**config.mk**
```make
export PLATFORM = sky130hd
export DESIGN_NAME = timer_counter_front_end
export DESIGN_NICKNAME = d
export VERILOG_FILES = /design/src/hdl/tc_pkg.sv /design/src/hdl/edge_sampler.sv /design/src/hdl/timer_counter_front_end.sv
export VERILOG_INCLUDE_DIRS = /design/src /design/src/hdl
export SDC_FILE = /design/constraint.sdc
export NUM_CORES = 1
export LEC_CHECK = 0
export ABC_AREA = 0
export BUFFER_PORTS_ARGS = -buffer_cell sky130_fd_sc_hd__buf_2
export CAP_MARGIN = 20
export CORE_MARGIN = 1
export CORE_UTILIZATION = 50
export DETAILED_ROUTE_END_ITERATION = 6
export PLACE_DENSITY = 0.7
export SYNTH_ARGS = -nofsm -noshare
export SYNTH_HDL_FRONTEND = slang
export SYNTH_SLANG_ARGS = --single-unit
```
**constraint.sdc**
```tcl
create_clock -name clk -period 2.47 [get_ports clk]
set_clock_uncertainty 0.1 [all_clocks]
set_input_delay 0.247 -clock clk [delete_from_list [all_inputs] [get_ports clk]]
set_output_delay 0.247 -clock clk [all_outputs]
set_load 0.02 [all_outputs]
```
**src/hdl/tc_regs.svh**
```systemverilog
// register offsets, field positions, reset values and timing counts of
// the timer/counter front end; assumes an 8-bit register bus, 11-bit address
//
// Behaviour
// - prescale field picks base tick: 00 /4, 01 /16, 10 /64, 11 reserved
// - one base tick feeds every timer in timer mode
// - base tick selection applies in timer mode and to timer zero's split-mode high byte, never to count pin edges
// - in counter mode each falling edge on the count pin steps the count by one
// - count pins sampled every two cycles; counting limited to osc/4
// - each timer selects timer or counter by its own bit; zero and one count upward
// - count registers readable at any time, returning the live count
// - timers zero and one have four modes; mode 0 is 16-bit auto-reload
// - mode 00 reload16, 01 free16, 10 reload8, 11 split (zero only)
// - mode 0 overflow sets flag unless output enabled, reloads both bytes from reload registers
// - overflow toggles an output; enable bit picks toggle or port latch
// - gate set: count only while irq pin high and run set
// - third 16-bit timer counts up or down
// - timers zero and one have reload low/high registers, reset zero
// - third timer has capture/reload low/high registers, reset zero
// - 8-bit accesses only; wide write stores low byte, upper read zero
`ifndef TC_REGS_SVH
`define TC_REGS_SVH

// register offsets
`define TC_A_RUN_CTRL 11'h410
`define TC_A_OUT_STAT 11'h411
`define TC_A_X_CTRL 11'h418
`define TC_A_X_MODE 11'h419
`define TC_A_SYS_CFG 11'h440
`define TC_A_ZERO_LO 11'h450
`define TC_A_ZERO_HI 11'h451
`define TC_A_ONE_LO 11'h452
`define TC_A_ONE_HI 11'h453
`define TC_A_ZERO_RLD_LO 11'h454
`define TC_A_ZERO_RLD_HI 11'h455
`define TC_A_ONE_RLD_LO 11'h456
`define TC_A_ONE_RLD_HI 11'h457
`define TC_A_X_LO 11'h458
`define TC_A_X_HI 11'h459
`define TC_A_X_CAP_LO 11'h45a
`define TC_A_X_CAP_HI 11'h45b
`define TC_A_MODE_SEL 11'h45c
`define TC_RESET_VAL 8'h00

// run/overflow control fields
`define TC_RF1 7
`define TC_RUN1 6
`define TC_RF0 5
`define TC_RUN0 4
// output enable status fields
`define TC_OE1 2
`define TC_OE0 0
`define TC_OSTAT_MASK 8'h05
// third timer control and mode fields
`define TC_XF 7
`define TC_XEXF 6
`define TC_XRCLK 5
`define TC_XTCLK 4
`define TC_XEXEN 3
`define TC_XRUN 2
`define TC_XCT 1
`define TC_XCPRL 0
`define TC_XMOD_MASK 8'h33
`define TC_XRCLK1 5
`define TC_XTCLK1 4
`define TC_XDCEN 0
// system configuration fields
`define TC_SCR_PT 3:2
`define TC_SCR_MASK 8'h0f
`define TC_PS_DIV4 2'b00
`define TC_PS_DIV16 2'b01
`define TC_PS_DIV64 2'b10
// mode select nibbles
`define TC_MZ_GATE 3
`define TC_MZ_CT 2
`define TC_MZ_OPM 1:0
`define TC_MO_GATE 7
`define TC_MO_CT 6
`define TC_MO_OPM 5:4

// timing
`define TC_CLK_NS 4
`define TC_OSC_NS 4
`define TC_SAMPLE_OSC 2
`define TC_SAMPLE_CYC ((`TC_SAMPLE_OSC * `TC_OSC_NS) / `TC_CLK_NS)

`endif

```
**src/hdl/tc_pkg.sv**
```systemverilog
// types of the timer/counter front end
// assumes the constants of tc_regs.svh
`default_nettype none
package tc_pkg;
	typedef enum logic [1:0] {
		OPM_RELOAD16 = 2'b00,
		OPM_FREE16 = 2'b01,
		OPM_RELOAD8 = 2'b10,
		OPM_SPLIT8 = 2'b11
	} op_mode_t;

	typedef struct packed {
		logic [5:0] div;
		logic tick;
		logic [7:0] timer_run_overflow_control;
		logic [7:0] timer_output_enable_status;
		logic [7:0] xctl;
		logic [7:0] xmod;
		logic [7:0] system_configuration;
		logic [7:0] timer_mode_select;
		logic [7:0] tl0;
		logic [7:0] th0;
		logic [7:0] tl1;
		logic [7:0] th1;
		logic [7:0] timer_zero_reload_low;
		logic [7:0] timer_zero_reload_high;
		logic [7:0] timer_one_reload_low;
		logic [7:0] timer_one_reload_high;
		logic [7:0] tl2;
		logic [7:0] th2;
		logic [7:0] capl;
		logic [7:0] caph;
		logic tog0;
		logic tog1;
		logic pin0;
		logic pin1;
		logic [15:0] rdata;
	} tc_state_t;
endpackage
`default_nettype wire

```
**src/hdl/edge_sampler.sv**
```systemverilog
// samples the count pins at a fixed interval and flags falling edges
// assumes pins are synchronous to clk and held per the pin timing
`timescale 1ns/1ps
`default_nettype none
`include "tc_regs.svh"
module edge_sampler #(
	parameter int N = 4,
	parameter int SAMPLE_CYC = `TC_SAMPLE_CYC
) (
	// clock, reset, enable
	input wire logic clk,
	input wire logic reset,
	input wire logic ce,
	// pins and results
	input wire logic [N-1:0] pins,
	output logic [N-1:0] level,
	output logic [N-1:0] fall
);
	typedef struct packed {
		logic [3:0] ph;
		logic [N-1:0] cur;
		logic [N-1:0] fall;
	} smp_t;

	localparam logic [3:0] PH_LAST = 4'(SAMPLE_CYC - 1);

	smp_t s;
	smp_t n;

	// take one sample per interval, edge from two successive samples
	always_comb
	begin
		n = s;
		n.fall = '0;
		if (s.ph == PH_LAST)
		begin
			n.ph = 4'h0;
			n.cur = pins;
			n.fall = s.cur & ~pins;
		end
		else
			n.ph = s.ph + 4'h1;
	end

	// state register, frozen while ce is low
	always_ff @(posedge clk)
	begin
		if (reset)
			s <= '0;
		else if (ce)
			s <= n;
	end

	assign level = s.cur;
	assign fall = s.fall;
endmodule
`default_nettype wire

```
**src/hdl/timer_counter_front_end.sv**
```systemverilog
// three timer/counters with shared prescaler and 8-bit register port
// assumes an 8-bit register bus synchronous to clk; pins synchronous to clk
`timescale 1ns/1ps
`default_nettype none
`include "tc_regs.svh"
module timer_counter_front_end (
	// clock, reset, enable
	input wire logic clk,
	input wire logic reset,
	input wire logic ce,
	// register port
	input wire logic [10:0] sfr_addr,
	input wire logic sfr_wr,
	input wire logic sfr_rd,
	input wire logic [15:0] sfr_wdata,
	output logic [15:0] sfr_rdata,
	// count and control pins
	input wire logic count_pin_zero,
	input wire logic count_pin_one,
	input wire logic count_pin_third,
	input wire logic third_ext_pin,
	input wire logic ext_irq_pin_zero,
	input wire logic ext_irq_pin_one,
	// port latch data for the shared pins
	input wire logic port_latch_zero,
	input wire logic port_latch_one,
	// outputs
	output logic timer_base_clock,
	output logic shared_pin_zero,
	output logic shared_pin_one
);
	import tc_pkg::*;

	tc_state_t s;
	tc_state_t n;
	logic [3:0] lvl;
	logic [3:0] fall;
	op_mode_t m0;
	op_mode_t m1;
	logic en0, en1, en_hi0, en2, ex2, down, capm, baud;
	logic ovf0, ovf1, ovf_hi0, ovf2;
	logic [16:0] st0;
	logic [16:0] st1;
	logic [15:0] cnt0, rld0, cnt2, cap2, nc2;
	logic [7:0] wd;

	// base tick due for the selected divide; reserved code never ticks
	function automatic logic base_due(logic [1:0] psel, logic [5:0] div);
		unique case (psel)
		`TC_PS_DIV4: return &div[1:0];
		`TC_PS_DIV16: return &div[3:0];
		`TC_PS_DIV64: return &div;
		default: return 1'b0;
		endcase
	endfunction

	// run bit qualified by the gate and irq pin
	function automatic logic gate_ok(logic gate, logic run, logic irq);
		return run & (~gate | irq);
	endfunction

	// one count step of timer zero or one: {overflow, high, low}
	function automatic logic [16:0] step(op_mode_t m, logic en,
		logic [7:0] th, logic [7:0] tl, logic [7:0] rh, logic [7:0] rl);
		logic [16:0] r;
		r = {1'b0, th, tl};
		if (en)
		begin
			unique case (m)
			OPM_RELOAD16: r = (r[15:0] == 16'hffff) ? {1'b1, rh, rl}
				: r + 17'h00001;
			OPM_FREE16: r = r + 17'h00001;
			OPM_RELOAD8: r = {tl == 8'hff, th,
				(tl == 8'hff) ? rl : tl + 8'h01};
			OPM_SPLIT8: r = {tl == 8'hff, th, tl + 8'h01};
			endcase
		end
		return r;
	endfunction

	// count pin sampling and edge detection
	edge_sampler #(
		.N(4),
		.SAMPLE_CYC(`TC_SAMPLE_CYC)
	) u_smp (
		.clk(clk),
		.reset(reset),
		.ce(ce),
		.pins({third_ext_pin, count_pin_third, count_pin_one, count_pin_zero}),
		.level(lvl),
		.fall(fall)
	);

	assign cnt0 = {s.th0, s.tl0};
	assign rld0 = {s.timer_zero_reload_high, s.timer_zero_reload_low};
	assign cnt2 = {s.th2, s.tl2};
	assign cap2 = {s.caph, s.capl};
	assign wd = sfr_wdata[7:0];

	// next state of the whole block
	always_comb
	begin
		n = s;
		// shared prescaler feeds every timer-mode timer
		n.div = s.div + 6'h01;
		n.tick = base_due(s.system_configuration[`TC_SCR_PT], s.div);
		m0 = op_mode_t'(s.timer_mode_select[`TC_MZ_OPM]);
		m1 = op_mode_t'(s.timer_mode_select[`TC_MO_OPM]);
		// count source: pin edge in counter mode, base tick otherwise
		en0 = gate_ok(s.timer_mode_select[`TC_MZ_GATE], s.timer_run_overflow_control[`TC_RUN0],
			ext_irq_pin_zero)
			& (s.timer_mode_select[`TC_MZ_CT] ? fall[0] : s.tick);
		en1 = gate_ok(s.timer_mode_select[`TC_MO_GATE], s.timer_run_overflow_control[`TC_RUN1],
			ext_irq_pin_one)
			& (s.timer_mode_select[`TC_MO_CT] ? fall[1] : s.tick)
			& (m1 != OPM_SPLIT8); // timer one holds in split mode
		en_hi0 = (m0 == OPM_SPLIT8) & s.timer_run_overflow_control[`TC_RUN1] & s.tick;
		// timers zero and one
		st0 = step(m0, en0, s.th0, s.tl0, s.timer_zero_reload_high, s.timer_zero_reload_low);
		st1 = step(m1, en1, s.th1, s.tl1, s.timer_one_reload_high, s.timer_one_reload_low);
		ovf0 = st0[16];
		ovf1 = st1[16];
		{n.th0, n.tl0} = st0[15:0];
		{n.th1, n.tl1} = st1[15:0];
		ovf_hi0 = en_hi0 & (s.th0 == 8'hff);
		if (en_hi0)
			n.th0 = s.th0 + 8'h01;
		// third timer: up/down reload, capture or baud
		baud = s.xctl[`TC_XRCLK] | s.xctl[`TC_XTCLK]
			| s.xmod[`TC_XRCLK1] | s.xmod[`TC_XTCLK1];
		capm = s.xctl[`TC_XCPRL] & ~baud;
		down = s.xmod[`TC_XDCEN] & ~capm & ~baud & ~lvl[3];
		en2 = s.xctl[`TC_XRUN] & (s.xctl[`TC_XCT] ? fall[2] : s.tick);
		ex2 = s.xctl[`TC_XEXEN] & fall[3] & (capm | ~s.xmod[`TC_XDCEN]);
		nc2 = cnt2;
		ovf2 = 1'b0;
		if (en2 && down)
		begin
			ovf2 = (cnt2 == cap2);
			nc2 = ovf2 ? 16'hffff : cnt2 - 16'h0001;
		end
		else if (en2)
		begin
			ovf2 = (cnt2 == 16'hffff);
			nc2 = ovf2 ? (capm ? 16'h0000 : cap2) : cnt2 + 16'h0001;
		end
		if (ex2 && capm)
			{n.caph, n.capl} = cnt2;
		else if (ex2)
			nc2 = cap2;
		{n.th2, n.tl2} = nc2;
		// overflow toggles
		if (ovf0)
			n.tog0 = ~s.tog0;
		if (ovf1)
			n.tog1 = ~s.tog1;
		// register writes take the low byte and win over counting
		if (sfr_wr)
		begin
			case (sfr_addr)
			`TC_A_RUN_CTRL: n.timer_run_overflow_control = wd;
			`TC_A_OUT_STAT: n.timer_output_enable_status = wd & `TC_OSTAT_MASK;
			`TC_A_X_CTRL: n.xctl = wd;
			`TC_A_X_MODE: n.xmod = wd & `TC_XMOD_MASK;
			`TC_A_SYS_CFG: n.system_configuration = wd & `TC_SCR_MASK;
			`TC_A_ZERO_LO: n.tl0 = wd;
			`TC_A_ZERO_HI: n.th0 = wd;
			`TC_A_ONE_LO: n.tl1 = wd;
			`TC_A_ONE_HI: n.th1 = wd;
			`TC_A_ZERO_RLD_LO: n.timer_zero_reload_low = wd;
			`TC_A_ZERO_RLD_HI: n.timer_zero_reload_high = wd;
			`TC_A_ONE_RLD_LO: n.timer_one_reload_low = wd;
			`TC_A_ONE_RLD_HI: n.timer_one_reload_high = wd;
			`TC_A_X_LO: n.tl2 = wd;
			`TC_A_X_HI: n.th2 = wd;
			`TC_A_X_CAP_LO: n.capl = wd;
			`TC_A_X_CAP_HI: n.caph = wd;
			`TC_A_MODE_SEL: n.timer_mode_select = wd;
			default: ;
			endcase
		end
		// hardware flag sets win over a clearing write
		if (ovf0 && !s.timer_output_enable_status[`TC_OE0])
			n.timer_run_overflow_control[`TC_RF0] = 1'b1;
		if ((ovf1 || ovf_hi0) && !s.timer_output_enable_status[`TC_OE1])
			n.timer_run_overflow_control[`TC_RF1] = 1'b1;
		if (ovf2 && !baud)
			n.xctl[`TC_XF] = 1'b1;
		if (ex2)
			n.xctl[`TC_XEXF] = 1'b1;
		// shared pins show toggle or port latch
		n.pin0 = s.timer_output_enable_status[`TC_OE0] ? n.tog0 : port_latch_zero;
		n.pin1 = s.timer_output_enable_status[`TC_OE1] ? n.tog1 : port_latch_one;
		// read returns the live value one cycle later, upper byte zero
		if (sfr_rd)
		begin
			n.rdata = 16'h0000;
			case (sfr_addr)
			`TC_A_RUN_CTRL: n.rdata[7:0] = s.timer_run_overflow_control;
			`TC_A_OUT_STAT: n.rdata[7:0] = s.timer_output_enable_status;
			`TC_A_X_CTRL: n.rdata[7:0] = s.xctl;
			`TC_A_X_MODE: n.rdata[7:0] = s.xmod;
			`TC_A_SYS_CFG: n.rdata[7:0] = s.system_configuration;
			`TC_A_ZERO_LO: n.rdata[7:0] = s.tl0;
			`TC_A_ZERO_HI: n.rdata[7:0] = s.th0;
			`TC_A_ONE_LO: n.rdata[7:0] = s.tl1;
			`TC_A_ONE_HI: n.rdata[7:0] = s.th1;
			`TC_A_ZERO_RLD_LO: n.rdata[7:0] = s.timer_zero_reload_low;
			`TC_A_ZERO_RLD_HI: n.rdata[7:0] = s.timer_zero_reload_high;
			`TC_A_ONE_RLD_LO: n.rdata[7:0] = s.timer_one_reload_low;
			`TC_A_ONE_RLD_HI: n.rdata[7:0] = s.timer_one_reload_high;
			`TC_A_X_LO: n.rdata[7:0] = s.tl2;
			`TC_A_X_HI: n.rdata[7:0] = s.th2;
			`TC_A_X_CAP_LO: n.rdata[7:0] = s.capl;
			`TC_A_X_CAP_HI: n.rdata[7:0] = s.caph;
			`TC_A_MODE_SEL: n.rdata[7:0] = s.timer_mode_select;
			default: ;
			endcase
		end
	end

	// state register, frozen while ce is low
	always_ff @(posedge clk)
	begin
		if (reset)
			s <= '0;
		else if (ce)
			s <= n;
	end

	// outputs straight from flip-flops
	assign sfr_rdata = s.rdata;
	assign timer_base_clock = s.tick;
	assign shared_pin_zero = s.pin0;
	assign shared_pin_one = s.pin1;
endmodule
`default_nettype wire

```
; After elaboration in Yosys (flattened, before gate mapping)
; Cells that the tools add are included.
; Widths: inputs -> output; s select.
[totals]
register_bits = 161
in_bits = 40
output_inout_bits = 19
elab_cells = 199
[op_classes]
addsub = 9
eq_ne = 35
n_mux = 53
n_bitwise = 31
n_reduce_logical = 39
[op_table]
columns = cell, count
row1 = $eq 11x11->1 const B, 18
row2 = $mux 144, 1
row3 = $mux 8, 18
row4 = $pmux 8 s18, 1
row5 = $pmux 17 s4, 2
row6 = $mux 16, 8
row7 = $mux 17, 4
row8 = $eq 16x16->1 const B, 3
row9 = $reduce_and 3->1, 14
row10 = $add 16x1->17 const B, 2
row11 = $add 8x1->8 const B, 3
row12 = $eq 8x8->1 const B, 3
row13 = $add 16x1->16 const B, 1
row14 = $eq 16x16->1, 1
row15 = $reduce_bool 2->1, 8
row16 = $sub 16x1->16 const B, 1
row17 = $and 1x1->1, 15
row18 = $mux 1, 13
row19 = $mux 4, 3
row20 = $eq 2x2->1 const B, 5
row21 = $not 1->1, 8
row22 = $add 6x1->6 const B, 1
row23 = $eq 2x1->1 const B, 3
row24 = $logic_not 2->1, 3
row25 = 15 further kinds, 28

; Longest topological paths before layout
; Gate-level depths: netlist of the first run.
[depth]
depth_word = 16
depth_mapped = 9

; Modules after synthesis
; Synthesis of the first run repeated with hierarchy kept, for this count alone.
[unflattened]
cells_unflattened = 1496
area_unflattened_um2 = 11315.9
[by_module_without_submodules]
columns = module, n_inst, cells_each, area_per_inst_um2
row1 = timer_counter_front_end, 1, 1434, 10714.0
row2 = edge_sampler, 1, 62, 601.8

; Worst setup path before layout of the first run
; Ideal clock, no wire load.
[synth_path]
path_kind = reg2reg
startpoint = register s, in the netlist cnt2[0]
endpoint = register s, in the netlist cnt2[14]
setup_ns = 0.122
t_arrival_ns = 2.149
slack_ns = 0.100
stages_incl_launch_ff = 9
n_path_buf = 1
cell_sequence = dfxtp_1 > clkbuf_1 > inv_1 > ha_1 > or3b_1 > or3_1 > nor4_1 > xor2_1 > o311a_1
[synth_via]
elab_chain_len = 8
[synth_rtl]
columns = item, line_no
row1 = "start, declared", timer_counter_front_end.sv:34  ; tc_state_t s;
row2 = "start signal, assigned", timer_counter_front_end.sv:228  ; s <= n;
row3 = $add 16x1->16 / $eq 16x16->1 (equally long branches), "timer_counter_front_end.sv:145, timer_counter_front_end.sv:144"
row4 = $mux 16, timer_counter_front_end.sv:145  ; nc2 = ovf2 ? (capm ? 16'h0000 : cap2) : cnt2 + 16'h0001;
row5 = $mux 16, timer_counter_front_end.sv:142  ; else if (en2)
row6 = $mux 16 (*), timer_counter_front_end.sv:137  ; if (en2 && down)
row7 = $mux 16, timer_counter_front_end.sv:149  ; else if (ex2)
row8 = $mux 16 (*), timer_counter_front_end.sv:147  ; if (ex2 && capm)
row9 = $mux 8, timer_counter_front_end.sv:160  ; case (sfr_addr)
row10 = $mux 144 (*), timer_counter_front_end.sv:158  ; if (sfr_wr)
; Mark *: on every way between the ends. The rest lies on a longest branch, timed or not. The select of a mux whose other input is x is not followed.
; A chain may end at the register's enable or synchronous reset.

; Final worst setup path of the first run
[layout_path]
startpoint = register s, in the netlist cnt2[3]
endpoint = register s, in the netlist cnt2[13]
; The elaborated chain is that of the path after synthesis.

==> results of run 1 <==
through the flow:
stage,cells,cell area [um^2]
after CTS,1870,13170
final,1873,13220
after floorplan,1470,11210
after detailed placement,1833,12550
after global placement,1833,12550
after global routing,1873,13220
metal layers:
layer	part of all wire (%)	routed length [um]
met2	45	20380
met4	7.4	3386
met5	0	0
met1	39	17890
met3	8.4	3813
what timing repair did:
action / 4_1_cts / 5_1_grt
buffers inserted: 0 / 3
hold endpoints to repair: 5 / 0
endpoints found under the setup margin: 0 / 9
hold buffers: 5 / 0
gates resized for setup: 0 / 6
power by group through the flow:
| stage | combinational [mW] | clock, mW | sequential, mW |
|---|---|---|---|
| after floorplan | 0.476 | 0 | 2.72 |
| after global placement | 0.765 | 0 | 2.74 |
| after detailed placement | 0.766 | 0 | 2.74 |
| after CTS | 0.777 | 2.68 | 2.68 |
| after global routing | 0.853 | 2.77 | 2.69 |
| final | 0.806 | 2.67 | 2.69 |
final timing paths:
path              startpoint       end  slack (ps)
setup / recovery     cnt2[3]  cnt2[13]          80
hold / removal            ce   cnt2[5]         120
setup reg to reg     cnt2[3]  cnt2[13]          80
hold reg to reg        s[60]     s[60]         380
cell usage after synthesis, types with 16 or more instances:
cell type  number
nand2_1       162
mux2i_1        58
clkbuf_1       81
a211oi_1       26
a22oi_1        18
and3_1         23
o21ai_0        57
dfxtp_1       161
a31oi_1        23
buf_4          19
nor3_1         54
and2_1         16
nand3_1        50
buf_2          29
o22ai_1        16
inv_1          21
a21oi_1        93
xor2_1         30
nand4_1        31
nor2_1        151
registers in the layout, summed over array words and instances (netlist names), 4 cells and up:
signal	count
cap2	16
u_smp.s	4
u_smp.fall	4
rld0	16
u_smp.level	4
s	70
cnt0	16
cnt2	16
sfr_rdata	8
kinds of logic (layout without fill, tap and decap cells):
kind of cell / Yosys count / after routing / share of synthesized area [%]
AO/OA/AOI/OAI: 403 / 403 / 24.90
XOR/XNOR: 44 / 44 / 3.447
adder cells (fa/ha/maj): 6 / 6 / 0.6714
buffers and inverters: 160 / 283 / 6.401
flip-flops: 161 / 161 / 28.83
multiplexers: 69 / 69 / 6.603
other: 1 / 8 / 0.03354
AND/OR/NAND/NOR: 619 / 619 / 29.12
cell type report:
cell class                 instances  share of cell area (%)
clock inverter                    13                  0.9557
timing repair buffer             230                   12.96
inverter                          21                  0.5961
tap                              280                   2.650
multi-input combinational       1149                   55.11
sequential                       161                   24.38
clock buffer                      19                   3.350
critical path: cells and delay by family (launching register included):
| kind | cells | cell delay (ps) |
|---|---|---|
| buf+inv | 1 | 220 |
| compound gates | 2 | 370 |
| simple gates | 3 | 930 |
| flops | 1 | 560 |
| xor+xnor | 1 | 130 |
==> qor.csv, run 1 <==
stage,metric,value,unit
sta,min setup slack post-route,78.88,ps
finish,antenna diode count,0,
hold_path,worst hold stages,2,
synth,synthesized cell area,11180,um^2
setup_path,category of the worst setup path launch point,flip-flop,
floorplanning,placeable core region,21890,um^2
setup_path,Max Fanout on Critical Path,9,
drt,routed vias/inst,6.721,
drt,Routed wire per std cell,24.27,um
clock_network,maximum clock insertion buffer count,2,
finish,count of fill cells added during filler insertion,2007,
flow_run,Max-Cap Viols,0,
finish,"most common cell after layout, fill and taps aside",buf_4,
floorplanning,DIE AREA,22960,um^2
global_routing,initial antenna violation count,0,
synth,"area leader, netlist",dfxtp_1,
setup_path,arrival time at the worst endpoint,2660,ps
synth,portion of the post-synthesis area used by sequential elements,28.83,%
setup_path,data required time at the worst endpoint,2740,ps
global_routing,overflow left after global routing,0,
sta,Worst Max-Slew Pin Slew,900.3,ps
floorplanning,count of boundary I/O pins,59,
run_status,result of the run,"finished, final reports clean",
power,power consumption,6.161,mW
global_routing,number of global-route vias before repair,11510,
clock_network,Worst-Skew Late Latency,440,ps
drt,number of DRC violations after detailed routing,0,
floorplanning,Die X,151.5,um
global_routing,wire length of the first global-routing pass,68890,um
sta,achievable frequency,0.4182,GHz
finish,area of the multi-input gates,7287,um^2
floorplanning,initial core utilization,51.07,%
sta,share of the clock period used by the worst path,96.81,%
global_routing,met1 Track Usage GR,50.26,%
clock_network,number of buffers created by CTS,17,
power,clock network power share,43.3,%
synth,#FFs+latches synth,161,
hold_path,type of the most critical hold path,in2reg,
global_routing,GRT busiest layer,met2,
power,power dissipated by switching net loads,1.800,mW
setup_path,cells along the critical path,"xor2_1, nor4_1, nand4_1, buf_4, nand2_1, o311ai_0, a31oi_1",
synth,Gate Count Post-Synth,1463,
place,input/output buffers,42,
power,Power Density,466.0,nW/um^2
setup_path,slowest cell delay on critical path,560,ps
global_routing,met3 layer usage reported by global route,7.665,%
global_routing,largest net degree at the start of global routing,128,
power,worst vdd ir,362.7,uV
finish,fin util,60.40,%
global_routing,fraction of met2 tracks used by global routing,62.97,%
sta,number of hold violations in the final report,0,
floorplanning,Row Count,54,
synth,Unique masters post-synth,90,
global_routing,all-layer global routing usage,40.39,%
drt,remaining antenna violation count after routing,0,
setup_path,Setup crit end kind,flip-flop,
sta,Final setup viols,0,
setup_path,crit path kind,reg2reg,
synth,Post-Synthesis Mean Instance Area,7.642,um^2
synth,number of flops mapped to enable cells by yosys,0,
synth,most area-consuming cells after synthesis,"dfxtp_1 (29%), nand2_1 (5.4%), mux2i_1 (5.2%)",
clock_network,clk sinks,161,
synth,most frequently used flop master after synthesis,dfxtp_1,
clock_network,CTS Root Cell,clkbuf_16,
clock_network,TritonCTS clock tree,yes,
sta,unrepaired setup endpoints after global routing,no,
synth,area share of the largest cell type after synthesis,28.83,%
drt,vias post-DR,12590,
sta,Hold Slack,118.1,ps
synth,"FFs w/ async S/R, synth",0,%
synth,"Warnings, synthesis",0,
power,proportion of total power due to net switching,29.22,%
power,sequential group share of total power,43.6,%
sta,Max Transition Viols Final,0,
place,worst slack at placement,-172.3,ps
power,Leak,5.122,nW
finish,net count reported at finish,1626,
sta,tightest slew margin relative to the limit,38.43,%
power,logic gate share of total power,13.1,%
drt,Initial DRT Pass Iterations,6,
drt,WL final,45470,um
finish,register area,3223,um^2
finish,"top library cells by usage in the layout, fill and taps aside","buf_4 (179), nand2_1 (162), dfxtp_1 (161), nor2_1 (150), a21oi_1 (93)",
floorplanning,Die H,151.5,um
sta,minimum clock period after layout,2391,ps
clock_network,number of levels in the clock H-tree,4,
finish,Area Overhead vs Synth,18.26,%
drt,number of design-rule violations left by the first detailed-router iteration,1463,
clock_network,clock slew seen by the registers of the worst setup and hold paths,70,ps
setup_path,logic depth of the worst register-to-register path,7,
sta,summed negative setup slack over all endpoints,0,ps
power,Internal Pwr Total,4.361,mW
finish,ratio of cells with drive above 1 in the final layout,19.46,%
place,detailed-placement wirelength estimate,33130,um
place,placer's final routability congestion estimate,1.063,
setup_path,library cell contributing the largest single delay on the critical path,dfxtp_1,
No activity file was read; power rests on OpenSTA's default activity.
==> run 2: changes to the inputs <==
REMOVE_ABC_BUFFERS = 1   (was default)
==> qor.csv, run 2 (synthesis results as in run 1) <==
stage,metric,value,unit,change
drt,WL final,46140,um,"was 45,470 um"
sta,achievable frequency,0.4242,GHz,was 0.4182 GHz
power,worst vdd ir,410.1,uV,was 362.7 uV
floorplanning,Row Count,54,,unchanged
finish,area of the multi-input gates,7281,um^2,was 7287 um^2
drt,routed vias/inst,6.799,,was 6.721
global_routing,initial antenna violation count,1,,was 0
drt,vias post-DR,12610,,"was 12,590"
place,input/output buffers,42,,unchanged
setup_path,Critical Path Source,cnt2[5],,was cnt2[3]
finish,Biggest register,s,,unchanged
clock_network,number of buffers created by CTS,17,,unchanged
global_routing,largest net degree at the start of global routing,128,,unchanged
clock_network,maximum clock insertion buffer count,2,,unchanged
sta,minimum clock period after layout,2357,ps,was 2391 ps
sta,unrepaired setup endpoints after global routing,no,,unchanged
setup_path,Reg2Reg Setup Slack,110,ps,was 80 ps
finish,net count reported at finish,1609,,"was 1,626"
finish,"top library cells by usage in the layout, fill and taps aside","buf_4 (165), nand2_1 (162), dfxtp_1 (159), nor2_1 (151), a21oi_1 (92)",,"was buf_4 (179), nand2_1 (162), dfxtp_1 (161), nor2_1 (150), a21oi_1 (93)"
finish,Area Overhead vs Synth,17.16,%,was 18.26%
setup_path,category of the worst setup path launch point,flip-flop,,unchanged
place,Post-Place Cells,1818,,"was 1,833"
clock_network,number of levels in the clock H-tree,4,,unchanged
sta,Worst Max-Slew Pin Slew,924.8,ps,was 900.3 ps
finish,post-route standard cell area excluding fillers,13100,um^2,"was 13,220 um^2"
global_routing,overflow left after global routing,0,,unchanged
setup_path,data required time at the worst endpoint,2770,ps,was 2740 ps
floorplanning,count of boundary I/O pins,59,,unchanged
sta,Max Transition Viols Final,0,,unchanged
finish,"most common cell after layout, fill and taps aside",buf_4,,unchanged
hold_path,type of the most critical hold path,in2reg,,unchanged
drt,remaining antenna violation count after routing,0,,unchanged
floorplanning,initial core utilization,51.07,%,unchanged
clock_network,TritonCTS clock tree,yes,,unchanged
sta,Final setup viols,0,,unchanged
power,Power Density,483.1,nW/um^2,was 466.0 nW/um^2
drt,Detail Route met3 WL,4413,um,was 3813 um
hold_path,Min-Delay Startpoint,port_latch_one,,was ce
finish,flip-flop count of the largest register after layout,70,,unchanged
setup_path,crit path kind,reg2reg,,unchanged
drt,number of design-rule violations left by the first detailed-router iteration,1201,,"was 1,463"
finish,register area,3226,um^2,was 3223 um^2
finish,antenna diode count,0,,unchanged
power,Leak,5.048,nW,was 5.122 nW
floorplanning,Die H,151.5,um,unchanged
setup_path,arrival time at the worst endpoint,2650,ps,was 2660 ps
finish,"non-filler cells, final",1855,,"was 1,873"
drt,Initial DRT Pass Iterations,6,,unchanged
finish,count of fill cells added during filler insertion,2063,,"was 2,007"
place,placer's final routability congestion estimate,1.002,,was 1.063
flow_run,Max-Cap Viols,0,,unchanged
sta,summed negative setup slack over all endpoints,0,ps,unchanged
sta,share of the clock period used by the worst path,95.44,%,was 96.81%
sta,tightest slew margin relative to the limit,38.12,%,was 38.43%
drt,detailed-routed wire length on met2,20750,um,"was 20,380 um"
floorplanning,DIE AREA,22960,um^2,unchanged
floorplanning,placeable core region,21890,um^2,unchanged
drt,highest signal layer in the routed design,met5,,was met4
global_routing,number of global-route vias before repair,11670,,"was 11,510"
floorplanning,Die X,151.5,um,unchanged
clock_network,clk sinks,161,,unchanged
sta,number of hold violations in the final report,0,,unchanged
drt,wire length on met1,18020,um,"was 17,890 um"
drt,Routed wire per std cell,24.87,um,was 24.27 um
drt,number of DRC violations after detailed routing,0,,unchanged
setup_path,Max Fanout on Critical Path,10,,was 9
global_routing,wire length of the first global-routing pass,70390,um,"was 68,890 um"
run_status,result of the run,"finished, final reports clean",,unchanged
setup_path,critical register-to-register path startpoint,cnt2[5],,was cnt2[3]
global_routing,all-layer global routing usage,41.11,%,was 40.39%
place,total placed instance area,12410,um^2,"was 12,550 um^2"
place,detailed-placement wirelength estimate,33600,um,"was 33,130 um"
clock_network,CTS Root Cell,clkbuf_16,,unchanged
setup_path,Setup crit end kind,flip-flop,,unchanged
clock_network,clock slew seen by the registers of the worst setup and hold paths,70,ps,about the same
finish,ratio of cells with drive above 1 in the final layout,18.60,%,was 19.46%
clock_network,Worst-Skew Late Latency,450,ps,was 440 ps
==> run 2: cell count changes in the layout (fill, tap and decap cells not counted), moves of 2 or more <==
cell       change
buf_12         -2
buf_4         -14
bufinv_16      +2
clkinv_2       -2
dfxtp_1        -2
dfxtp_2        +2
nor4_1         +2
nor4_2         -2
==> run 2: cell type report <==
type / count / share of cell area (%)
inverter: 21 / 0.6018
clock buffer: 18 / 3.276
timing repair buffer: 213 / 11.90
multi-input combinational: 1149 / 55.58
sequential: 161 / 24.63
tap: 280 / 2.675
clock inverter: 13 / 1.337
==> run 2: power by group <==
part / internal [mW] / switching, mW / leakage [nW]
combinational: 0.281 / 0.509 / 3.46
clock: 1.61 / 1.23 / 0.289
sequential: 2.63 / 0.0623 / 1.30
==> run 2: repair_timing <==
action | 4_1_cts | 5_1_grt
buffers inserted | 0 | 2
gates resized for setup | 0 | 6
hold buffers | 4 | 0
endpoints found under the hold margin | 4 | 0
endpoints found under the setup margin | 0 | 10
==> run 2: through the flow <==
step / hold WS [ps] / setup WS (ps) / total power, mW / util, %
6_report: 11.44 / 112.5 / 6.327 / 59.84
5_1_grt: 47.33 / 3.892 / 6.502 / 59.84
4_1_cts: 6.337 / 51.44 / 6.322 / 59.64
3_5_place_dp: 368.6 / 11.98 / 3.506 / 56.70
3_3_place_gp: 369.5 / 47.32 / 3.507 / 56.70
2_1_floorplan: 216.1 / -129.5 / 3.061 / -
==> run 2: layer usage <==
layer / vias up / GRT usage (%)
li1: 5653 / -
met1: 6002 / 51.88
met2: 773 / 64.22
met3: 183 / 8.533
met4: 2 / 25.20
met5: - / 0
==> run 2: final timing paths <==
kind,end,depth (start not counted)
hold / removal,shared_pin_one,3
setup reg to reg,cnt2[15],7
hold reg to reg,s[60],2
setup / recovery,cnt2[15],7
==> run 2: critical path, stage by stage (launching register included) <==
cell and delay (ps):
dfxtp_1 400, buf_4 210, or3_1 450, or2_4 310, nor4_4 220, xnor2_1 110, a221oi_2 330, a31o_1 180
